`src/common/fsr_pkg.sv`:
```
// Purpose: constants and carrier types for the flash status/config register bank
// Assumes: one 10 MHz clock, synchronous active-high reset
// Notes:   command codes and bit positions of the three status bytes live here
// What this block does
// - erase suspend flag, read-only, status two bit 7
// - complement protect at status two bit 6
// - three OTP security locks, status two bits 5..3
// - program suspend flag, read-only, status two bit 2
// - quad enable bit 1 disables protect/pause pins
// - status protect high at status two bit 0
// - pin function select: pause or clear, quad off
// - drive strength field bits 6..5, used on reads
// - high frequency select bit 4, defaults to one
// - status three bits 3,1 reserved, don't care
// - protect scheme select bit 2 picks protection method
// - dummy cycle select bit 0 of status three
// - busy set during program, erase, stored (non-volatile) status write
// - busy clears when operation finishes
// - write enable command sets write enable latch
// - latch cleared by disable, program, erase, status write
// - block protect bits 4..2 written by status write
// - block protect defaults to zero, nothing protected
// - top/bottom select bit 5, top when zero
// - top/bottom changes only when write permitted
// - volatile copies load from stored; 50h targets volatile
// - protect 00 latch,01 pin,10 power,11 permanent
// - dummy cycles 4/8 dual, 6/10 quad
package fsr_pkg;

  // command codes
  localparam logic [7:0] CMD_WRITE_ENABLE   = 8'h06;
  localparam logic [7:0] CMD_WRITE_DISABLE  = 8'h04;
  localparam logic [7:0] CMD_VOLATILE_WREN  = 8'h50;
  localparam logic [7:0] CMD_WRITE_STATUS1  = 8'h01;
  localparam logic [7:0] CMD_WRITE_STATUS2  = 8'h31;
  localparam logic [7:0] CMD_WRITE_STATUS3  = 8'h11;
  localparam logic [7:0] CMD_READ_STATUS1   = 8'h05;
  localparam logic [7:0] CMD_READ_STATUS2   = 8'h35;
  localparam logic [7:0] CMD_READ_STATUS3   = 8'h15;
  localparam logic [7:0] CMD_PAGE_PROGRAM   = 8'h02;
  localparam logic [7:0] CMD_SECTOR_ERASE   = 8'h20;
  localparam logic [7:0] CMD_BLOCK_ERASE32  = 8'h52;
  localparam logic [7:0] CMD_BLOCK_ERASE64  = 8'hD8;
  localparam logic [7:0] CMD_CHIP_ERASE     = 8'hC7;
  localparam logic [7:0] CMD_SOFT_RESET     = 8'h99;

  // status byte one fields
  localparam int S1_BUSY   = 0;
  localparam int S1_WLATCH = 1;
  localparam int S1_BP_LO  = 2;
  localparam int S1_BP_HI  = 4;
  localparam int S1_TOPBOT = 5;
  localparam int S1_SMALL  = 6;
  localparam int S1_SPLO   = 7;
  // status byte two fields
  localparam int S2_SPHI   = 0;
  localparam int S2_QUAD   = 1;
  localparam int S2_PSUS   = 2;
  localparam int S2_LB_LO  = 3;
  localparam int S2_LB_HI  = 5;
  localparam int S2_COMPL  = 6;
  localparam int S2_ESUS   = 7;
  // status byte three fields
  localparam int S3_DUMMY  = 0;
  localparam int S3_RSV1   = 1;
  localparam int S3_SCHEME = 2;
  localparam int S3_RSV3   = 3;
  localparam int S3_HFREQ  = 4;
  localparam int S3_DRV_LO = 5;
  localparam int S3_DRV_HI = 6;
  localparam int S3_PFS    = 7;

  // writable masks: status bits that a status write may touch
  localparam logic [7:0] S1_WMASK = 8'hFC;
  localparam logic [7:0] S2_WMASK = 8'h7B;
  localparam logic [7:0] S2_VMASK = 8'h43;   // no volatile lock bits
  localparam logic [7:0] S3_WMASK = 8'hF5;   // reserved 3 and 1 dropped

  // reset values of stored configuration
  localparam logic [7:0] S1_RESET = 8'h00;
  localparam logic [7:0] S2_RESET = 8'h00;
  localparam logic [7:0] S3_RESET = 8'h10;

  // dummy cycle counts
  localparam logic [3:0] DUMMY_DUAL_LO = 4'h4;
  localparam logic [3:0] DUMMY_DUAL_HI = 4'h8;
  localparam logic [3:0] DUMMY_QUAD_LO = 4'h6;
  localparam logic [3:0] DUMMY_QUAD_HI = 4'hA;

  // status protect modes
  localparam logic [1:0] SP_SOFTWARE = 2'b00;
  localparam logic [1:0] SP_HARDWARE = 2'b01;
  localparam logic [1:0] SP_POWER    = 2'b10;
  localparam logic [1:0] SP_OTP      = 2'b11;

  // command strobe from the serial front end
  typedef struct packed {
    logic       valid;   // one-cycle strobe
    logic [7:0] opcode;  // command code
    logic [7:0] data;    // data byte for status writes
  } fsr_cmd_t;

  // decoded configuration handed to the rest of the device
  typedef struct packed {
    logic [2:0] block_protect;
    logic       top_bottom_select;
    logic       small_unit_select;
    logic       complement_protect;
    logic       protect_scheme_select;
    logic [1:0] drive_strength;
    logic       high_freq_select;
    logic       quad_enable;
    logic       pause_pin_en;
    logic       clear_pin_en;
    logic       write_protect_pin_en;
    logic [2:0] security_lock;
    logic [3:0] dual_dummy;
    logic [3:0] quad_dummy;
  } fsr_cfg_t;

endpackage : fsr_pkg

```
`src/fsr_bank.sv`:
```
// Purpose: status and configuration register bank of a serial flash
// Assumes: command strobes are already decoded on i_clock by the serial front end
// Notes:   the stored (non-volatile) image is held in flops; a write of it
//          takes NV_WRITE_CYCLES cycles to mimic the slow cell write
`timescale 1ns/1ps
module fsr_bank #(
  parameter int NV_WRITE_CYCLES = 16                // stored-image write time in cycles
) (
  input  wire logic             i_clock,            // 10 MHz system clock
  input  wire logic             i_sys_rst,          // synchronous reset, active high
  input  wire fsr_pkg::fsr_cmd_t i_cmd,             // command strobe
  input  wire logic             i_write_protect_n,  // write protect pin, active low
  input  wire logic             i_array_busy,       // program/erase engine running
  input  wire logic             i_erase_suspended,  // erase suspend state from engine
  input  wire logic             i_program_suspended,// program suspend state from engine
  output logic                  o_cmd_accept,       // command taken (not refused)
  output logic [7:0]            o_read_data,        // status byte for read commands
  output logic                  o_read_valid,       // read data strobe
  output logic                  o_busy,             // busy status
  output logic                  o_write_enable_latch,// latch state
  output fsr_pkg::fsr_cfg_t     o_cfg               // live configuration
);

  // synchronised protect pin
  logic wp_meta;        // first stage, read only by second stage
  logic wp_sync;        // usable level
  // stored and live copies
  logic [7:0] nv_one, nv_two, nv_three;   // stored image
  logic [7:0] vol_one, vol_two, vol_three;// live image controlling behaviour
  logic       write_enable_latch;
  logic       volatile_armed;             // 50h seen, next status write is volatile
  logic       power_lock;                 // protect 10 latched lock
  logic       status_busy;                // stored-image write in progress
  logic [$clog2(NV_WRITE_CYCLES+1)-1:0] nv_count;
  logic       erase_susp, prog_susp;      // suspend flags
  // decode
  logic       busy_now;
  logic       is_status_write;
  logic       is_array_op;
  logic       is_read;
  logic       accept;
  logic       write_permit;
  logic [1:0] protect_mode;
  logic [7:0] wr_mask;
  logic [7:0] next_stat;

  // two-flop synchroniser for the protect pin
  always_ff @(posedge i_clock) begin
    if (i_sys_rst) begin
      wp_meta <= 1'b1;
      wp_sync <= 1'b1;
    end else begin
      wp_meta <= i_write_protect_n;
      wp_sync <= wp_meta;
    end
  end

  // busy covers array operations and stored-image writes
  assign busy_now = status_busy | i_array_busy;

  // command classification
  assign is_status_write = (i_cmd.opcode == fsr_pkg::CMD_WRITE_STATUS1) |
                           (i_cmd.opcode == fsr_pkg::CMD_WRITE_STATUS2) |
                           (i_cmd.opcode == fsr_pkg::CMD_WRITE_STATUS3);
  assign is_array_op = (i_cmd.opcode == fsr_pkg::CMD_PAGE_PROGRAM) |
                       (i_cmd.opcode == fsr_pkg::CMD_SECTOR_ERASE) |
                       (i_cmd.opcode == fsr_pkg::CMD_BLOCK_ERASE32) |
                       (i_cmd.opcode == fsr_pkg::CMD_BLOCK_ERASE64) |
                       (i_cmd.opcode == fsr_pkg::CMD_CHIP_ERASE);
  assign is_read = (i_cmd.opcode == fsr_pkg::CMD_READ_STATUS1) |
                   (i_cmd.opcode == fsr_pkg::CMD_READ_STATUS2) |
                   (i_cmd.opcode == fsr_pkg::CMD_READ_STATUS3);

  // while busy only status reads get through
  assign accept = i_cmd.valid & (~busy_now | is_read);

  // protection mode from the live protect bits
  assign protect_mode = {vol_two[fsr_pkg::S2_SPHI], vol_one[fsr_pkg::S1_SPLO]};

  // write permission: latch or volatile arm, then the protect mode
  always_comb begin
    write_permit = write_enable_latch | volatile_armed;
    case (protect_mode)
      fsr_pkg::SP_SOFTWARE: write_permit = write_permit;
      fsr_pkg::SP_HARDWARE: write_permit = write_permit & (wp_sync | vol_two[fsr_pkg::S2_QUAD]);
      fsr_pkg::SP_POWER:    write_permit = write_permit & ~power_lock;
      fsr_pkg::SP_OTP:      write_permit = 1'b0;
      default:              write_permit = 1'b0;
    endcase
  end

  // write mask per target byte; volatile writes never touch lock bits
  always_comb begin
    case (i_cmd.opcode)
      fsr_pkg::CMD_WRITE_STATUS1: wr_mask = fsr_pkg::S1_WMASK;
      fsr_pkg::CMD_WRITE_STATUS2: wr_mask = volatile_armed ? fsr_pkg::S2_VMASK
                                                           : fsr_pkg::S2_WMASK;
      fsr_pkg::CMD_WRITE_STATUS3: wr_mask = fsr_pkg::S3_WMASK;
      default:                    wr_mask = 8'h00;
    endcase
  end

  // masked merge helper for one status byte
  function automatic logic [7:0] merge(input logic [7:0] old, input logic [7:0] din,
                                       input logic [7:0] mask);
    merge = (old & ~mask) | (din & mask);
  endfunction : merge

  // status write of the second byte: lock bits are one-way
  always_comb begin
    next_stat = merge(nv_two, i_cmd.data, wr_mask);
    next_stat[fsr_pkg::S2_LB_HI:fsr_pkg::S2_LB_LO] =
      nv_two[fsr_pkg::S2_LB_HI:fsr_pkg::S2_LB_LO] |
      (i_cmd.data[fsr_pkg::S2_LB_HI:fsr_pkg::S2_LB_LO] &
       wr_mask[fsr_pkg::S2_LB_HI:fsr_pkg::S2_LB_LO]);
  end

  // stored image: updated only by permitted non-volatile status writes
  always_ff @(posedge i_clock) begin
    if (i_sys_rst) begin
      nv_one   <= fsr_pkg::S1_RESET;
      nv_two   <= fsr_pkg::S2_RESET;
      nv_three <= fsr_pkg::S3_RESET;
    end else if (accept & is_status_write & write_permit & ~volatile_armed) begin
      case (i_cmd.opcode)
        fsr_pkg::CMD_WRITE_STATUS1: nv_one   <= merge(nv_one, i_cmd.data, wr_mask);
        fsr_pkg::CMD_WRITE_STATUS2: nv_two   <= next_stat;
        fsr_pkg::CMD_WRITE_STATUS3: nv_three <= merge(nv_three, i_cmd.data, wr_mask);
        default:                    nv_one   <= nv_one;
      endcase
    end
  end

  // live image: reloaded from the stored one on soft reset, written directly by volatile writes
  always_ff @(posedge i_clock) begin
    if (i_sys_rst) begin
      vol_one   <= fsr_pkg::S1_RESET;
      vol_two   <= fsr_pkg::S2_RESET;
      vol_three <= fsr_pkg::S3_RESET;
    end else if (accept & (i_cmd.opcode == fsr_pkg::CMD_SOFT_RESET)) begin
      vol_one   <= nv_one;
      vol_two   <= nv_two;
      vol_three <= nv_three;
    end else if (accept & is_status_write & write_permit) begin
      // both kinds of write take effect on the live copy at once
      case (i_cmd.opcode)
        fsr_pkg::CMD_WRITE_STATUS1: vol_one   <= merge(vol_one, i_cmd.data, wr_mask);
        fsr_pkg::CMD_WRITE_STATUS2: vol_two   <= volatile_armed ? merge(vol_two, i_cmd.data, wr_mask)
                                                                : next_stat;
        fsr_pkg::CMD_WRITE_STATUS3: vol_three <= merge(vol_three, i_cmd.data, wr_mask);
        default:                    vol_one   <= vol_one;
      endcase
    end
  end

  // power-supply lock: once protect mode 10 is live, writes stay locked until reset
  always_ff @(posedge i_clock) begin
    if (i_sys_rst) begin
      power_lock <= 1'b0;
    end else if (accept & (i_cmd.opcode == fsr_pkg::CMD_SOFT_RESET)) begin
      power_lock <= 1'b0;
    end else if (protect_mode == fsr_pkg::SP_POWER) begin
      power_lock <= 1'b1;
    end
  end

  // write enable latch and volatile arm
  always_ff @(posedge i_clock) begin
    if (i_sys_rst) begin
      write_enable_latch <= 1'b0;
      volatile_armed     <= 1'b0;
    end else if (accept) begin
      if (i_cmd.opcode == fsr_pkg::CMD_WRITE_ENABLE) begin
        write_enable_latch <= 1'b1;
        volatile_armed     <= 1'b0;
      end else if (i_cmd.opcode == fsr_pkg::CMD_VOLATILE_WREN) begin
        volatile_armed     <= 1'b1;
      end else if ((i_cmd.opcode == fsr_pkg::CMD_WRITE_DISABLE) | is_array_op | is_status_write |
                   (i_cmd.opcode == fsr_pkg::CMD_SOFT_RESET)) begin
        write_enable_latch <= 1'b0;
        volatile_armed     <= 1'b0;
      end
    end
  end

  // stored-image write timer keeps busy high for a fixed time
  always_ff @(posedge i_clock) begin
    if (i_sys_rst) begin
      status_busy <= 1'b0;
      nv_count    <= '0;
    end else if (accept & is_status_write & write_permit & ~volatile_armed) begin
      status_busy <= 1'b1;
      nv_count    <= ($clog2(NV_WRITE_CYCLES+1))'(NV_WRITE_CYCLES - 1);
    end else if (status_busy) begin
      if (nv_count == '0) begin
        status_busy <= 1'b0;
      end else begin
        nv_count <= nv_count - 1'b1;
      end
    end
  end

  // suspend flags follow the array engine; cleared by reset
  always_ff @(posedge i_clock) begin
    if (i_sys_rst) begin
      erase_susp <= 1'b0;
      prog_susp  <= 1'b0;
    end else begin
      erase_susp <= i_erase_suspended;
      prog_susp  <= i_program_suspended;
    end
  end

  // status reads assemble volatile flags around the live image
  always_ff @(posedge i_clock) begin
    if (i_sys_rst) begin
      o_read_data  <= 8'h00;
      o_read_valid <= 1'b0;
    end else begin
      o_read_valid <= accept & is_read;
      case (i_cmd.opcode)
        fsr_pkg::CMD_READ_STATUS1:
          o_read_data <= {vol_one[7:2], write_enable_latch, busy_now};
        fsr_pkg::CMD_READ_STATUS2:
          o_read_data <= {erase_susp, vol_two[6:3], prog_susp, vol_two[1:0]};
        fsr_pkg::CMD_READ_STATUS3:
          o_read_data <= vol_three & fsr_pkg::S3_WMASK;
        default:
          o_read_data <= o_read_data;
      endcase
    end
  end

  // registered outputs and decoded configuration
  always_ff @(posedge i_clock) begin
    if (i_sys_rst) begin
      o_cmd_accept         <= 1'b0;
      o_busy               <= 1'b0;
      o_write_enable_latch <= 1'b0;
      o_cfg                <= '0;
    end else begin
      o_cmd_accept         <= accept;
      o_busy               <= busy_now;
      o_write_enable_latch <= write_enable_latch;
      o_cfg.block_protect         <= vol_one[fsr_pkg::S1_BP_HI:fsr_pkg::S1_BP_LO];
      o_cfg.top_bottom_select     <= vol_one[fsr_pkg::S1_TOPBOT];
      o_cfg.small_unit_select     <= vol_one[fsr_pkg::S1_SMALL];
      o_cfg.complement_protect    <= vol_two[fsr_pkg::S2_COMPL];
      o_cfg.security_lock         <= vol_two[fsr_pkg::S2_LB_HI:fsr_pkg::S2_LB_LO];
      o_cfg.quad_enable           <= vol_two[fsr_pkg::S2_QUAD];
      o_cfg.write_protect_pin_en  <= ~vol_two[fsr_pkg::S2_QUAD];
      o_cfg.pause_pin_en          <= ~vol_two[fsr_pkg::S2_QUAD] & ~vol_three[fsr_pkg::S3_PFS];
      o_cfg.clear_pin_en          <= ~vol_two[fsr_pkg::S2_QUAD] & vol_three[fsr_pkg::S3_PFS];
      o_cfg.drive_strength        <= vol_three[fsr_pkg::S3_DRV_HI:fsr_pkg::S3_DRV_LO];
      o_cfg.high_freq_select      <= vol_three[fsr_pkg::S3_HFREQ];
      o_cfg.protect_scheme_select <= vol_three[fsr_pkg::S3_SCHEME];
      o_cfg.dual_dummy <= vol_three[fsr_pkg::S3_DUMMY] ? fsr_pkg::DUMMY_DUAL_HI : fsr_pkg::DUMMY_DUAL_LO;
      o_cfg.quad_dummy <= vol_three[fsr_pkg::S3_DUMMY] ? fsr_pkg::DUMMY_QUAD_HI : fsr_pkg::DUMMY_QUAD_LO;
    end
  end

endmodule : fsr_bank

```
`config.mk`:
```
export PLATFORM = sky130hd
export DESIGN_NAME = fsr_bank
export DESIGN_NICKNAME = d
export VERILOG_FILES = /design/src/common/fsr_pkg.sv /design/src/fsr_bank.sv
export SDC_FILE = /design/constraint.sdc
export NUM_CORES = 1
export LEC_CHECK = 0
export BUFFER_PORTS_ARGS = -buffer_cell sky130_fd_sc_hd__buf_2
export CAP_MARGIN = 10
export CORE_ASPECT_RATIO = 1.1
export CORE_MARGIN = 2
export CORE_UTILIZATION = 35
export DETAILED_ROUTE_END_ITERATION = 16
export PLACE_DENSITY_LB_ADDON = 0.15
export SKIP_CTS_REPAIR_TIMING = 1
export SYNTH_ARGS = -nofsm -noshare
export SYNTH_HDL_FRONTEND = slang
export SYNTH_SLANG_ARGS = --single-unit
export TNS_END_PERCENT = 100
```
`constraint.sdc`:
```
create_clock -name i_clock -period 2.14 [get_ports i_clock]
set_input_delay 0.428 -clock i_clock [delete_from_list [all_inputs] [get_ports i_clock]]
set_output_delay 0.428 -clock i_clock [all_outputs]
set_load 0.005 [all_outputs]
```
==> results.sh <==
export IMPL_grtUsageTotal_pct=18.79
export IMPL_initial_core_util_pct=35.54
export IMPL_period_share_pct=95.60
export IMPL_worst_setup_path_type="register to register"
export IMPL_antenna_found_initial=0
export IMPL_routed_wl_um=10030
export IMPL_viasPerCell=5.222
export IMPL_numCtsBuffers=9
export IMPL_p_leak_nw=1.894
export IMPL_netlist_instances=386
export IMPL_synth_ff_type="dfxtp_1"
export IMPL_fin_ws_ps=94.19
export IMPL_num_fill_cells=1011
export IMPL_cts_sinks=81
export IMPL_cts_buffer_depth=2
export IMPL_synth_top_cell_by_area="dfxtp_1"
export IMPL_ys_seq_area_share_pct=44.52
export IMPL_synth_warnings=0
export IMPL_p_int_mw=2.626
export IMPL_die_width_um=101.3
export IMPL_coreArea_um2=10250
export IMPL_die_y_um=111.0
export IMPL_critPathLaunchType="register"
export IMPL_crit_top_cell="or3_1"
export IMPL_finalNonFillerCells=604
export IMPL_n_antenna_cell=0
export IMPL_met1_usage_pct=23.19
export IMPL_hp_class="primary input to register"
export IMPL_worst_slew_pin_slew_ps=540.2
export IMPL_seqPwrFrac_pct=45.3
export IMPL_outcome="complete, no violations"
export IMPL_syn2layout_area_growth_pct=28.27
export IMPL_synth_seq_cells=81
export IMPL_synth_top_area_share_pct=44.52
export IMPL_ir_worst_vdd_uv=311.5
export IMPL_synthDistinctLibCells=60
export IMPL_post_route_cell_area_um2=4672
export IMPL_clock_fmax_mhz=488.8
export IMPL_period_minus_slack_ps=2046
export IMPL_cts_tree="built"
export IMPL_finalClockSkew_ps=6.304
export IMPL_synth_edf_count=0
export IMPL_p_sw_uw=740.5
export IMPL_pwr_share_clk_pct=49.0
export IMPL_pre_cts_ws_ps=-39.76
export IMPL_grt_pass1_wl_um=15980
export IMPL_grt_pass1_vias=3056
export IMPL_synth_async_sr_flop_share_pct=0
export IMPL_relSlewSlack_pct=63.98
export IMPL_slowest_delay_ps=410
export IMPL_report_final_slew_viol_count=0
export IMPL_drc_errors=0
export IMPL_synth_common_cells="81 x dfxtp_1, 47 x nor2_1, 23 x a21oi_1"
export IMPL_nets=503
export IMPL_grt_ovfl_total=0
export IMPL_use_met3_pct=3.468
export IMPL_drive_gt1_share_pct=30.98
export IMPL_first_pass_iters=4
export IMPL_setup_viol=0
export IMPL_reg2reg_depth=8
export IMPL_powerDensity_nw_per_um2=720.6
export IMPL_root_buffer="clkbuf_16"
export IMPL_grtUsageMet2_pct=31.79
export IMPL_clock_latency_ps=340
export IMPL_num_vias=3154
export IMPL_wl_per_cell_um=16.61
export IMPL_finalHoldViolCount=0
export IMPL_reg2reg_slack_ps=90
export IMPL_cts_htree_levels=3
export IMPL_dp_cells=588
export IMPL_rows=39
export IMPL_p_sw_share_pct=22.00
export IMPL_drtIter0Drc=98
export IMPL_grt_max_degree=29
export IMPL_maxCapViolations=0
export IMPL_dp_hpwl_um=7702
export IMPL_port_buffers=56
export IMPL_placed_area_um2=4345
export IMPL_routabilityCongestion=0.9040
export IMPL_rsz0062_at_grt="true"
export IMPL_path_cells="inv_1 > ha_1 > or3_1 > a31oi_4 > nor3_4 > buf_12 > or3_1 > a21oi_1"
export IMPL_antenna_left=0
export IMPL_busiest_layer="met2"
export IMPL_avgSynthCellArea_um2=9.436
export IMPL_ios=60
export IMPL_cp_slowest_cell="or3_1"
export IMPL_cp_max_fo=8
export IMPL_yosysMostFrequentCell="dfxtp_1"
export IMPL_crit_path_end_kind="register"
export IMPL_critPathArrivalTime_ps=2320
export IMPL_ys_top_cells_by_area="dfxtp_1 45%, mux2i_1 6.0%, nor2_1 4.8%"
export IMPL_clk_pin_slew_ps=60
export IMPL_design_die_area_um2=11240
export IMPL_p_comb_share_pct=5.7
export IMPL_synthesis_area_um2=3642
export IMPL_crit_required_ps=2420
## through the flow
step	TNS, ps	hold WS (ps)	total power, mW	util (%)
after floorplan	0	389.5	1.663	-
after global placement	-483.5	415.4	1.747	42.41
after detailed placement	-220.6	421.6	1.750	42.41
after CTS	0	255.3	3.398	45.53
after global routing	-6.441	262.6	3.490	45.59
final	0	260.4	3.367	45.59
## worst max-delay path, delay by kind of cell, from the launching register on
family          cells  cell delay (ps)
simple gates        3              800
fa+ha+maj           1              220
compound gates      2              400
flops               1              330
buf+inv             2              210
## power by group through the flow
stage                     sequential, mW  combinational, mW  clock [mW]
after detailed placement            1.56              0.193           0
after floorplan                     1.56              0.105           0
after global routing                1.52              0.212        1.75
final                               1.52              0.192        1.65
after global placement              1.56              0.190           0
after CTS                           1.52              0.193        1.68
## metal layers
layer / vias up / part of all wire, % / wire length [um]
met5: - / 0 / 0
met4: 0 / 2.1 / 209
met3: 13 / 3.0 / 298
met2: 65 / 51 / 5165
met1: 1517 / 43 / 4358
li1: 1559 / - / -
## cells by family after synthesis
kind of cell / Yosys count / share of synthesized area [%]
other cells: 1 / 0.1030
compound gates: 69 / 14.29
flops: 81 / 44.52
fa+ha+maj: 4 / 1.374
mux: 25 / 6.973
xor+xnor: 5 / 1.202
simple gates: 160 / 25.70
buf+inv: 41 / 5.840
## worst min path at each step
stage,end,start,slack [ps],cells past startpoint
2_1_floorplan,wp_sync$_SDFF_PP1_,wp_meta$_SDFF_PP1_,390,1
3_3_place_gp,wp_sync$_SDFF_PP1_,wp_meta$_SDFF_PP1_,420,1
3_5_place_dp,wp_sync$_SDFF_PP1_,wp_meta$_SDFF_PP1_,420,1
4_1_cts,wp_meta$_SDFF_PP1_,i_write_protect_n,260,2
5_1_grt,wp_meta$_SDFF_PP1_,i_write_protect_n,260,2
6_report,wp_meta$_SDFF_PP1_,i_write_protect_n,260,2
## final cells by class
cell class	count	area [um2]	area share, %
Timing Repair Buffer	107	713.2	15.27
Sequential cell	81	1622	34.71
Clock inverter	6	91.34	1.955
Multi-Input combinational cell	266	1822	38.99
Tap cell	123	153.9	3.294
Clock buffer	10	229.0	4.901
Inverter	11	41.29	0.8838
## cells in the final DEF, fill, tap and decap left out, types with 3 or more instances in the layout
cell	instances
nor2b_1	21
dfxtp_1	81
nor3_1	15
o21ai_0	4
nand4_1	5
nor4_1	4
buf_12	4
xnor2_1	4
a31oi_1	3
buf_4	47
nor2_1	47
a221o_1	6
mux2_2	3
clkbuf_16	9
a22oi_1	4
a211oi_1	9
and3_1	9
inv_1	11
nand3_1	12
ha_1	4
or3_1	6
buf_2	56
a21oi_1	23
mux2i_1	22
conb_1	3
nand2_1	13
nor3b_1	3
nor3_4	5
or2_2	4
nand3b_1	3
(Power assumes the default switching activity.)
